==> src/hw/ddr_phy_pkg.sv <==
// constants shared by the controller-facing ddr phy datapath
package ddr_phy_pkg;
    localparam int ADDR_W = 13;
    localparam int BANK_W = 2;
    localparam int CS_W = 1;
    localparam int DQ_W = 8;
    localparam int RATIO = 2;
    localparam int WIDE_W = DQ_W * RATIO;
    localparam int BE_W = WIDE_W / 8;
    localparam int HALF_BE_W = DQ_W / 8;
    localparam int CMD_W = 3;
    // command field positions inside the strobe group
    localparam int CMD_RAS = 2;
    localparam int CMD_CAS = 1;
    localparam int CMD_WE = 0;
    localparam bit DATA_MASK_PINS_DEFAULT = 1'b1;
    // reset values: all strobes and selects idle high, clock enable and termination off
    localparam logic [CMD_W-1:0] CMD_IDLE = 3'h7;
    localparam logic [CS_W-1:0] CS_IDLE = {CS_W{1'b1}};
    localparam logic [CS_W-1:0] RANK_OFF = '0;
    localparam logic [ADDR_W-1:0] ADDR_RESET = '0;
    localparam logic [BANK_W-1:0] BANK_RESET = '0;
    localparam logic [HALF_BE_W-1:0] MASK_RESET = '0;
    localparam logic [DQ_W-1:0] DQ_RESET = '0;
    localparam logic [WIDE_W-1:0] RDATA_RESET = '0;
endpackage : ddr_phy_pkg

==> src/hw/ddr_phy_datapath.sv <==
// controller-facing datapath of the ddr phy: command pairs, write and read data
`timescale 1ns/1ps
module ddr_phy_datapath #(
    parameter bit data_mask_pins_option = ddr_phy_pkg::DATA_MASK_PINS_DEFAULT
) (
    // clock, reset, enable
    input wire logic sys_clk,
    input wire logic rstn,
    input wire logic ce,
    // controller address and command pairs
    input wire logic [ddr_phy_pkg::ADDR_W-1:0] ctrl_address_h,
    input wire logic [ddr_phy_pkg::ADDR_W-1:0] ctrl_address_l,
    input wire logic [ddr_phy_pkg::BANK_W-1:0] ctrl_bank_h,
    input wire logic [ddr_phy_pkg::BANK_W-1:0] ctrl_bank_l,
    input wire logic ctrl_row_strobe_n_h,
    input wire logic ctrl_row_strobe_n_l,
    input wire logic ctrl_col_strobe_n_h,
    input wire logic ctrl_col_strobe_n_l,
    input wire logic ctrl_write_strobe_n_h,
    input wire logic ctrl_write_strobe_n_l,
    input wire logic [ddr_phy_pkg::CS_W-1:0] ctrl_select_n_h,
    input wire logic [ddr_phy_pkg::CS_W-1:0] ctrl_select_n_l,
    input wire logic [ddr_phy_pkg::CS_W-1:0] ctrl_clock_enable_h,
    input wire logic [ddr_phy_pkg::CS_W-1:0] ctrl_clock_enable_l,
    input wire logic [ddr_phy_pkg::CS_W-1:0] ctrl_termination_h,
    input wire logic [ddr_phy_pkg::CS_W-1:0] ctrl_termination_l,
    // controller write side
    input wire logic [ddr_phy_pkg::WIDE_W-1:0] ctrl_write_data,
    input wire logic [ddr_phy_pkg::BE_W-1:0] ctrl_write_byte_enables,
    input wire logic ctrl_write_data_valid,
    input wire logic ctrl_strobe_burst,
    // controller read side
    input wire logic ctrl_read_capture,
    output logic [ddr_phy_pkg::WIDE_W-1:0] ctrl_read_data,
    output logic ctrl_read_data_valid,
    // pair-take strobe toward the controller
    output logic ctrl_pair_taken,
    // memory address and command pins
    output logic addr_cmd_double_rate_clock,
    output logic [ddr_phy_pkg::ADDR_W-1:0] mem_address,
    output logic [ddr_phy_pkg::BANK_W-1:0] mem_bank,
    output logic mem_row_strobe_n,
    output logic mem_col_strobe_n,
    output logic mem_write_strobe_n,
    output logic [ddr_phy_pkg::CS_W-1:0] mem_select_n,
    output logic [ddr_phy_pkg::CS_W-1:0] mem_clock_enable,
    output logic [ddr_phy_pkg::CS_W-1:0] mem_termination,
    output logic [ddr_phy_pkg::HALF_BE_W-1:0] memory_data_mask,
    // memory data and strobe pins, split into in, out and enable
    input wire logic [ddr_phy_pkg::DQ_W-1:0] mem_data_in,
    output logic [ddr_phy_pkg::DQ_W-1:0] mem_data_out,
    output logic mem_data_oe,
    output logic mem_strobe_out,
    output logic mem_strobe_oe
);
    import ddr_phy_pkg::*;

    logic phase;
    logic [CMD_W-1:0] cmd_q;
    logic [DQ_W-1:0] data_q;
    logic [DQ_W-1:0] rd_sync1;
    logic [DQ_W-1:0] rd_sync2;
    logic rd_first;
    logic rd_second;
    logic [DQ_W-1:0] rd_word0;
    logic [DQ_W-1:0] rd_word1;

    // the double-rate clock is sys_clk divided by two; each half is one sys_clk cycle
    always_ff @(posedge sys_clk) begin
        if (!rstn) begin
            phase <= 1'b0;
        end else if (ce) begin
            phase <= ~phase;
        end
    end
    assign addr_cmd_double_rate_clock = phase;
    assign ctrl_pair_taken = ce & ~phase;

    ddr_pair_mux #(.WIDTH(ADDR_W), .RESET_VAL(ADDR_RESET)) u_addr (
        .sys_clk(sys_clk), .rstn(rstn), .ce(ce), .phase(phase),
        .data_h(ctrl_address_h), .data_l(ctrl_address_l), .q(mem_address));

    ddr_pair_mux #(.WIDTH(BANK_W), .RESET_VAL(BANK_RESET)) u_bank (
        .sys_clk(sys_clk), .rstn(rstn), .ce(ce), .phase(phase),
        .data_h(ctrl_bank_h), .data_l(ctrl_bank_l), .q(mem_bank));

    ddr_pair_mux #(.WIDTH(CMD_W), .RESET_VAL(CMD_IDLE)) u_cmd (
        .sys_clk(sys_clk), .rstn(rstn), .ce(ce), .phase(phase),
        .data_h({ctrl_row_strobe_n_h, ctrl_col_strobe_n_h, ctrl_write_strobe_n_h}),
        .data_l({ctrl_row_strobe_n_l, ctrl_col_strobe_n_l, ctrl_write_strobe_n_l}),
        .q(cmd_q));
    assign mem_row_strobe_n = cmd_q[CMD_RAS];
    assign mem_col_strobe_n = cmd_q[CMD_CAS];
    assign mem_write_strobe_n = cmd_q[CMD_WE];

    ddr_pair_mux #(.WIDTH(CS_W), .RESET_VAL(CS_IDLE)) u_select (
        .sys_clk(sys_clk), .rstn(rstn), .ce(ce), .phase(phase),
        .data_h(ctrl_select_n_h), .data_l(ctrl_select_n_l), .q(mem_select_n));

    ddr_pair_mux #(.WIDTH(CS_W), .RESET_VAL(RANK_OFF)) u_cke (
        .sys_clk(sys_clk), .rstn(rstn), .ce(ce), .phase(phase),
        .data_h(ctrl_clock_enable_h), .data_l(ctrl_clock_enable_l),
        .q(mem_clock_enable));

    ddr_pair_mux #(.WIDTH(CS_W), .RESET_VAL(RANK_OFF)) u_odt (
        .sys_clk(sys_clk), .rstn(rstn), .ce(ce), .phase(phase),
        .data_h(ctrl_termination_h), .data_l(ctrl_termination_l),
        .q(mem_termination));

    // low word of the wide bus goes out first, in the high half
    ddr_pair_mux #(.WIDTH(DQ_W), .RESET_VAL(DQ_RESET)) u_dq (
        .sys_clk(sys_clk), .rstn(rstn), .ce(ce), .phase(phase),
        .data_h(ctrl_write_data[DQ_W-1:0]), .data_l(ctrl_write_data[WIDE_W-1:DQ_W]),
        .q(data_q));
    // pins are only driven in write windows, so stale data never leaks out
    assign mem_data_out = mem_data_oe ? data_q : DQ_RESET;

    generate
        if (data_mask_pins_option) begin : g_mask
            // a mask bit is high for a byte that must not be written
            ddr_pair_mux #(.WIDTH(HALF_BE_W), .RESET_VAL(MASK_RESET)) u_mask (
                .sys_clk(sys_clk), .rstn(rstn), .ce(ce), .phase(phase),
                .data_h(~ctrl_write_byte_enables[HALF_BE_W-1:0]),
                .data_l(~ctrl_write_byte_enables[BE_W-1:HALF_BE_W]),
                .q(memory_data_mask));
        end else begin : g_no_mask
            // the port stays for a fixed header but carries no logic
            assign memory_data_mask = MASK_RESET;
        end
    endgenerate

    // enables are taken with each pair and span both halves of it
    always_ff @(posedge sys_clk) begin
        if (!rstn) begin
            mem_data_oe <= 1'b0;
            mem_strobe_oe <= 1'b0;
        end else if (ce && !phase) begin
            mem_data_oe <= ctrl_write_data_valid;
            mem_strobe_oe <= ctrl_strobe_burst;
        end
    end

    // strobe toggles with the double-rate clock only inside a burst
    always_ff @(posedge sys_clk) begin
        if (!rstn) begin
            mem_strobe_out <= 1'b0;
        end else if (ce) begin
            mem_strobe_out <= phase ? 1'b0 : ctrl_strobe_burst;
        end
    end

    // pin data passes two flops before anything samples it
    always_ff @(posedge sys_clk) begin
        if (!rstn) begin
            rd_sync1 <= DQ_RESET;
            rd_sync2 <= DQ_RESET;
        end else if (ce) begin
            rd_sync1 <= mem_data_in;
            rd_sync2 <= rd_sync1;
        end
    end

    // capture: first word at the take edge, second one cycle later, then present both
    always_ff @(posedge sys_clk) begin
        if (!rstn) begin
            rd_first <= 1'b0;
            rd_second <= 1'b0;
            rd_word0 <= DQ_RESET;
            rd_word1 <= DQ_RESET;
        end else if (ce) begin
            rd_first <= ctrl_read_capture && !phase;
            rd_second <= rd_first;
            if (ctrl_read_capture && !phase) begin
                rd_word0 <= rd_sync2;
            end
            if (rd_first) begin
                rd_word1 <= rd_sync2;
            end
        end
    end

    // read data holds after the pulse; only the valid flag marks a fresh word
    always_ff @(posedge sys_clk) begin
        if (!rstn) begin
            ctrl_read_data <= RDATA_RESET;
            ctrl_read_data_valid <= 1'b0;
        end else if (ce) begin
            ctrl_read_data_valid <= rd_second;
            if (rd_second) begin
                ctrl_read_data <= {rd_word1, rd_word0};
            end
        end
    end

    a_addr_high_half: assert property (@(posedge sys_clk) disable iff (!rstn)
        (ce && !phase) |=> phase && mem_address == $past(ctrl_address_h))
        else $error("address high copy missing in high half");
    a_bank_pair: assert property (@(posedge sys_clk) disable iff (!rstn)
        (ce && !phase) |=> mem_bank == $past(ctrl_bank_h))
        else $error("bank high copy missing");
    a_cmd_strobes: assert property (@(posedge sys_clk) disable iff (!rstn)
        (ce && !phase) |=> mem_row_strobe_n == $past(ctrl_row_strobe_n_h)
            && mem_col_strobe_n == $past(ctrl_col_strobe_n_h)
            && mem_write_strobe_n == $past(ctrl_write_strobe_n_h)
            && mem_select_n == $past(ctrl_select_n_h))
        else $error("command strobes not passed through");
    a_cke_low_half: assert property (@(posedge sys_clk) disable iff (!rstn)
        (ce && !phase) ##1 ce |=> mem_clock_enable == $past(ctrl_clock_enable_l, 2))
        else $error("clock enable low copy missing");
    a_odt_pair: assert property (@(posedge sys_clk) disable iff (!rstn)
        (ce && !phase) |=> mem_termination == $past(ctrl_termination_h))
        else $error("termination high copy missing");
    a_mask_bytes: assert property (@(posedge sys_clk) disable iff (!rstn)
        (ce && !phase) |=> memory_data_mask == (data_mask_pins_option ?
            ~$past(ctrl_write_byte_enables[HALF_BE_W-1:0]) : MASK_RESET))
        else $error("data mask does not match byte enables");
    a_strobe_oe_hold: assert property (@(posedge sys_clk) disable iff (!rstn)
        (ce && !phase) ##1 ce |=> mem_strobe_oe == $past(ctrl_strobe_burst, 2))
        else $error("strobe enable not held over the pair");
    a_data_oe_valid: assert property (@(posedge sys_clk) disable iff (!rstn)
        (ce && !phase) |=> mem_data_oe == $past(ctrl_write_data_valid))
        else $error("data enable does not follow write valid");
    a_pins_float: assert property (@(posedge sys_clk) disable iff (!rstn)
        !mem_data_oe |-> mem_data_out == DQ_RESET)
        else $error("pins driven without enable");
    // strobe value and its enable live in separate processes, so they can drift apart
    a_strobe_float: assert property (@(posedge sys_clk) disable iff (!rstn)
        !mem_strobe_oe |-> !mem_strobe_out)
        else $error("strobe driven without enable");
    a_read_valid: assert property (@(posedge sys_clk) disable iff (!rstn)
        (ce && !phase && ctrl_read_capture) ##1 ce ##1 ce
            |=> ctrl_read_data_valid ##1 (!ctrl_read_data_valid || !$past(ce)))
        else $error("read valid not three cycles after capture");
    a_read_word: assert property (@(posedge sys_clk) disable iff (!rstn)
        (ce && !phase && ctrl_read_capture) ##1 ce ##1 ce
            |=> ctrl_read_data[DQ_W-1:0] == $past(rd_sync2, 3))
        else $error("first read word misplaced");
endmodule : ddr_phy_datapath

==> src/hw/ddr_pair_mux.sv <==
// one half-cycle pair serializer: high copy then low copy
`timescale 1ns/1ps
module ddr_pair_mux #(
    parameter int WIDTH = 1,
    parameter logic [WIDTH-1:0] RESET_VAL = '0
) (
    // clock and control
    input wire logic sys_clk,
    input wire logic rstn,
    input wire logic ce,
    input wire logic phase,
    // pair in, pin value out
    input wire logic [WIDTH-1:0] data_h,
    input wire logic [WIDTH-1:0] data_l,
    output logic [WIDTH-1:0] q
);
    logic [WIDTH-1:0] hold_l;

    // the pair is taken as phase rises, so q shows the high copy while phase is high
    always_ff @(posedge sys_clk) begin
        if (!rstn) begin
            q <= RESET_VAL;
            hold_l <= RESET_VAL;
        end else if (ce) begin
            if (!phase) begin
                q <= data_h;
                hold_l <= data_l;
            end else begin
                q <= hold_l;
            end
        end
    end

    a_pair_order: assert property (@(posedge sys_clk) disable iff (!rstn)
        (ce && !phase) ##1 ce |=> q == $past(data_l, 2))
        else $error("low copy not shown in second half");
endmodule : ddr_pair_mux

==> config.mk <==
export PLATFORM = sky130hd
export DESIGN_NAME = ddr_phy_datapath
export DESIGN_NICKNAME = d
export VERILOG_FILES = /design/src/hw/ddr_phy_pkg.sv /design/src/hw/ddr_phy_datapath.sv /design/src/hw/ddr_pair_mux.sv
export SDC_FILE = /design/constraint.sdc
export NUM_CORES = 1
export LEC_CHECK = 0
export BUFFER_PORTS_ARGS = -buffer_cell sky130_fd_sc_hd__buf_2
export CAP_MARGIN = 20
export CORE_ASPECT_RATIO = 1.25
export CORE_MARGIN = 3
export CORE_UTILIZATION = 30
export CTS_CLUSTER_DIAMETER = 40
export DETAILED_ROUTE_END_ITERATION = 10
export GPL_ROUTABILITY_DRIVEN = 0
export GPL_TIMING_DRIVEN = 0
export PLACE_DENSITY_LB_ADDON = 0.2
export SETUP_SLACK_MARGIN = 0.1
export SYNTH_ARGS = -nofsm -noshare
export SYNTH_HDL_FRONTEND = slang
export SYNTH_SLANG_ARGS = --single-unit
==> constraint.sdc <==
create_clock -name sys_clk -period 3.35 [get_ports sys_clk]
set_input_delay 0.335 -clock sys_clk [delete_from_list [all_inputs] [get_ports sys_clk]]
set_output_delay 0.335 -clock sys_clk [all_outputs]
set_load 0.02 [all_outputs]
==> flow_metrics.env <==
export IMPL_dp_cells=796
export IMPL_drc=0
export IMPL_routed_via_density=4.58
export IMPL_use_met3_pct=5.22
export IMPL_power_per_cell_area_mw_per_mm2=605
export IMPL_wl_per_cell_um=15.0
export IMPL_row_count=49
export IMPL_critPathArrivalTime_ps=1520
export IMPL_async_reset_ff_share_pct=0
export IMPL_tns_ps=0
export IMPL_final_cells=827
export IMPL_clock_skew_ps=6.16
export IMPL_grt_max_degree=17
export IMPL_diodes=0
export IMPL_rrSetupSlack_ps=2110
export IMPL_holdBufCountCts=0
export IMPL_synth_seq_area_share_pct=50.5
export IMPL_holdCritPathClass="in2reg"
export IMPL_numCtsBuffers=17
export IMPL_layout_drive_gt1_share_pct=28.5
export IMPL_syn_cell_area_mm2=0.00456
export IMPL_worst_slew_pin_slew_ps=499
export IMPL_period_share_pct=55.3
export IMPL_worstReg2RegStart="addr_cmd_double_rate_clock"
export IMPL_criticalPathCategory="reg2out"
export IMPL_status="completed"
export IMPL_p_total_mw=3.63
export IMPL_coreArea_mm2=0.0147
export IMPL_die_area_mm2=0.0167
export IMPL_startpoint_type="flop"
export IMPL_p_leak_nw=2.62
export IMPL_placed_area_mm2=0.00540
export IMPL_finalHoldViolations=0
export IMPL_min_path_cells=3
export IMPL_ys_seq_elements=115
export IMPL_synth_cell_types=24
export IMPL_cts_clk_slew_worst_paths_ps=50
export IMPL_syn_inst=494
export IMPL_slew_viol_final=0
export IMPL_clockBufferDepth=2
export IMPL_final_util_pct=40.9
export IMPL_portBuffers=124
export IMPL_maxSlewHeadroom_pct=66.7
export IMPL_synth_main_ff_cell="dfxtp_1"
export IMPL_whs_ps=146
export IMPL_cts_sinks=115
export IMPL_cts_resized=0
export IMPL_rsz0062_at_grt="no"
export IMPL_cts_root_buf="clkbuf_16"
export IMPL_busiest_layer="met2"
export IMPL_hp_start="ctrl_col_strobe_n_l"
export IMPL_maxCapViolations=0
export IMPL_grt_pass1_vias=3867
export IMPL_peakVddDrop_mv=0.271
export IMPL_htree_levels=4
export IMPL_syn_avg_cell_area_um2=9.23
export IMPL_io_pins=126
export IMPL_clk_latency_ps=410
export IMPL_grtUsageTotal_pct=15.3
export IMPL_finalWorstSetupSlack_ps=1500
export IMPL_dp_hpwl_um=9340
export IMPL_grt_antenna_before_repair=0
export IMPL_grt_overflow_total=0
export IMPL_yosys_warnings=0
export IMPL_final_antenna_net_count=0
export IMPL_endpoint_kind="output port"
export IMPL_first_pass_iters=4
export IMPL_cts_setup_buffers=0
export IMPL_seq_area_mm2=0.00230
export IMPL_hold_path_end="u_cmd.hold_l[1]"
export IMPL_cts_tree="done"
export IMPL_vias=3785
export IMPL_initial_core_util_pct=31.1
export IMPL_fin_nets=711
export IMPL_die_height_um=144
export IMPL_syn_num_nets=568
export IMPL_setup_viol=0
export IMPL_initialDrtViolationCount=115
export IMPL_syn2layout_area_growth_pct=31.5
export IMPL_use_met1_pct=17.4
export IMPL_r2r_end="u_dq.q[0]"
export IMPL_grt_use_met2_pct=26.7
export IMPL_place_ws_ps=1900
export IMPL_die_w_um=116
export IMPL_multi_input_area_mm2=0.00199
export IMPL_rr_worst_depth=4
export IMPL_cp_max_fo=10
export IMPL_detail_route_wirelength_um=12400
export IMPL_period_needed_ps=1850
export IMPL_fin_area_mm2=0.00600
export IMPL_synth_edf_count=0
export IMPL_cp_required_ps=3010
export IMPL_fillers=1505
export IMPL_max_freq_mhz=540
export IMPL_grt_pass1_wl_um=19600
==> worst max-delay path: stages, from the launching register on <==
cell and delay (ps):
dfxtp_1 310, buf_6 130, nand2b_4 130, buf_6 130
inv_6 80, buf_6 150, buf_2 170
==> layer usage <==
metal	vias up	part of all wire (%)
met5	-	0
met4	0	0.93
met3	7	5.9
met2	88	52
met1	1742	41
li1	1948	-
==> logic make-up (layout without fill, tap and decap cells) <==
family / count (synthesis) / after routing / synth area share, %
compound gates: 113 / 113 / 15.9
buf+inv: 40 / 195 / 5.76
flops: 115 / 115 / 50.5
mux: 45 / 45 / 9.88
simple gates: 181 / 181 / 18.0
==> report_power, final <==
group	internal (mW)	total, mW	switching (mW)
registers	1.43	1.47	0.0356
logic	0.149	0.341	0.191
clock network	1.20	1.82	0.616
==> final cells by class <==
| type | instances | area share (%) |
|---|---|---|
| timing repair buffer | 124 | 10.3 |
| clock inverter | 9 | 2.17 |
| inverter | 1 | 0.146 |
| clock buffer | 22 | 7.74 |
| tap | 178 | 3.71 |
| sequential | 115 | 38.4 |
| multi-input combinational | 339 | 33.3 |
| buffer | 39 | 4.24 |
==> how the worst max path moves through the flow <==
stage | start | end | slack (ps) | cells past startpoint
6_report | addr_cmd_double_rate_clock | ctrl_pair_taken | 1500 | 6
5_1_grt | addr_cmd_double_rate_clock | ctrl_pair_taken | 1400 | 6
4_1_cts | addr_cmd_double_rate_clock | ctrl_pair_taken | 1450 | 6
3_5_place_dp | addr_cmd_double_rate_clock | ctrl_pair_taken | 1900 | 6
3_3_place_gp | addr_cmd_double_rate_clock | ctrl_pair_taken | 1910 | 6
2_1_floorplan | addr_cmd_double_rate_clock | ctrl_pair_taken | 2030 | 5
==> flip-flops by register name, summed over array words and instances, names as in the netlist, 2 cells and up <==
signal,flops
u_dq.hold_l,8
u_cmd.q,3
u_bank.hold_l,2
u_cmd.hold_l,3
u_addr.hold_l,13
u_bank.q,2
rd_word0,8
rd_sync2,8
rd_word1,8
u_dq.q,8
rd_sync1,8
u_addr.q,13
ctrl_read_data,16
==> synth_stat cells (4+ instances only) <==
master	count	area [um^2]
dfxtp_1	115	2300
o21ai_0	26	130
a21boi_0	18	135
nand3_1	28	140
a22oi_1	4	30.0
buf_6	7	78.8
mux2i_1	45	450
clkbuf_1	10	37.5
a21oi_1	25	125
nand2b_1	5	31.3
a21boi_1	38	285
nand2_1	113	424
buf_2	11	55.1
buf_4	11	82.6
nor2_1	4	15.0
nor2b_1	17	106
and2_1	10	62.6
==> placed cells by master (no fill, tap or decap) <==
cell type,Yosys,final
clkinv_2,0,2
nor2b_1,17,17
nand3b_2,1,1
mux2i_1,45,45
nand3_1,28,28
clkinvlp_4,0,4
nand2b_4,1,1
a21boi_1,38,38
dfxtp_1,115,115
nand2_2,1,1
a21oi_1,25,25
and3b_1,1,1
nand2b_1,5,5
inv_6,1,1
nand2_1,113,113
bufinv_16,0,3
and2_1,10,10
clkbuf_8,0,2
o21ai_0,26,26
buf_2,11,135
nor2_1,4,4
buf_6,7,7
a21boi_0,18,18
clkbuf_16,0,17
clkbuf_1,10,13
o211a_1,1,1
buf_4,11,11
a22oi_1,4,4
a22o_1,1,1
(Power assumes the default switching activity.)
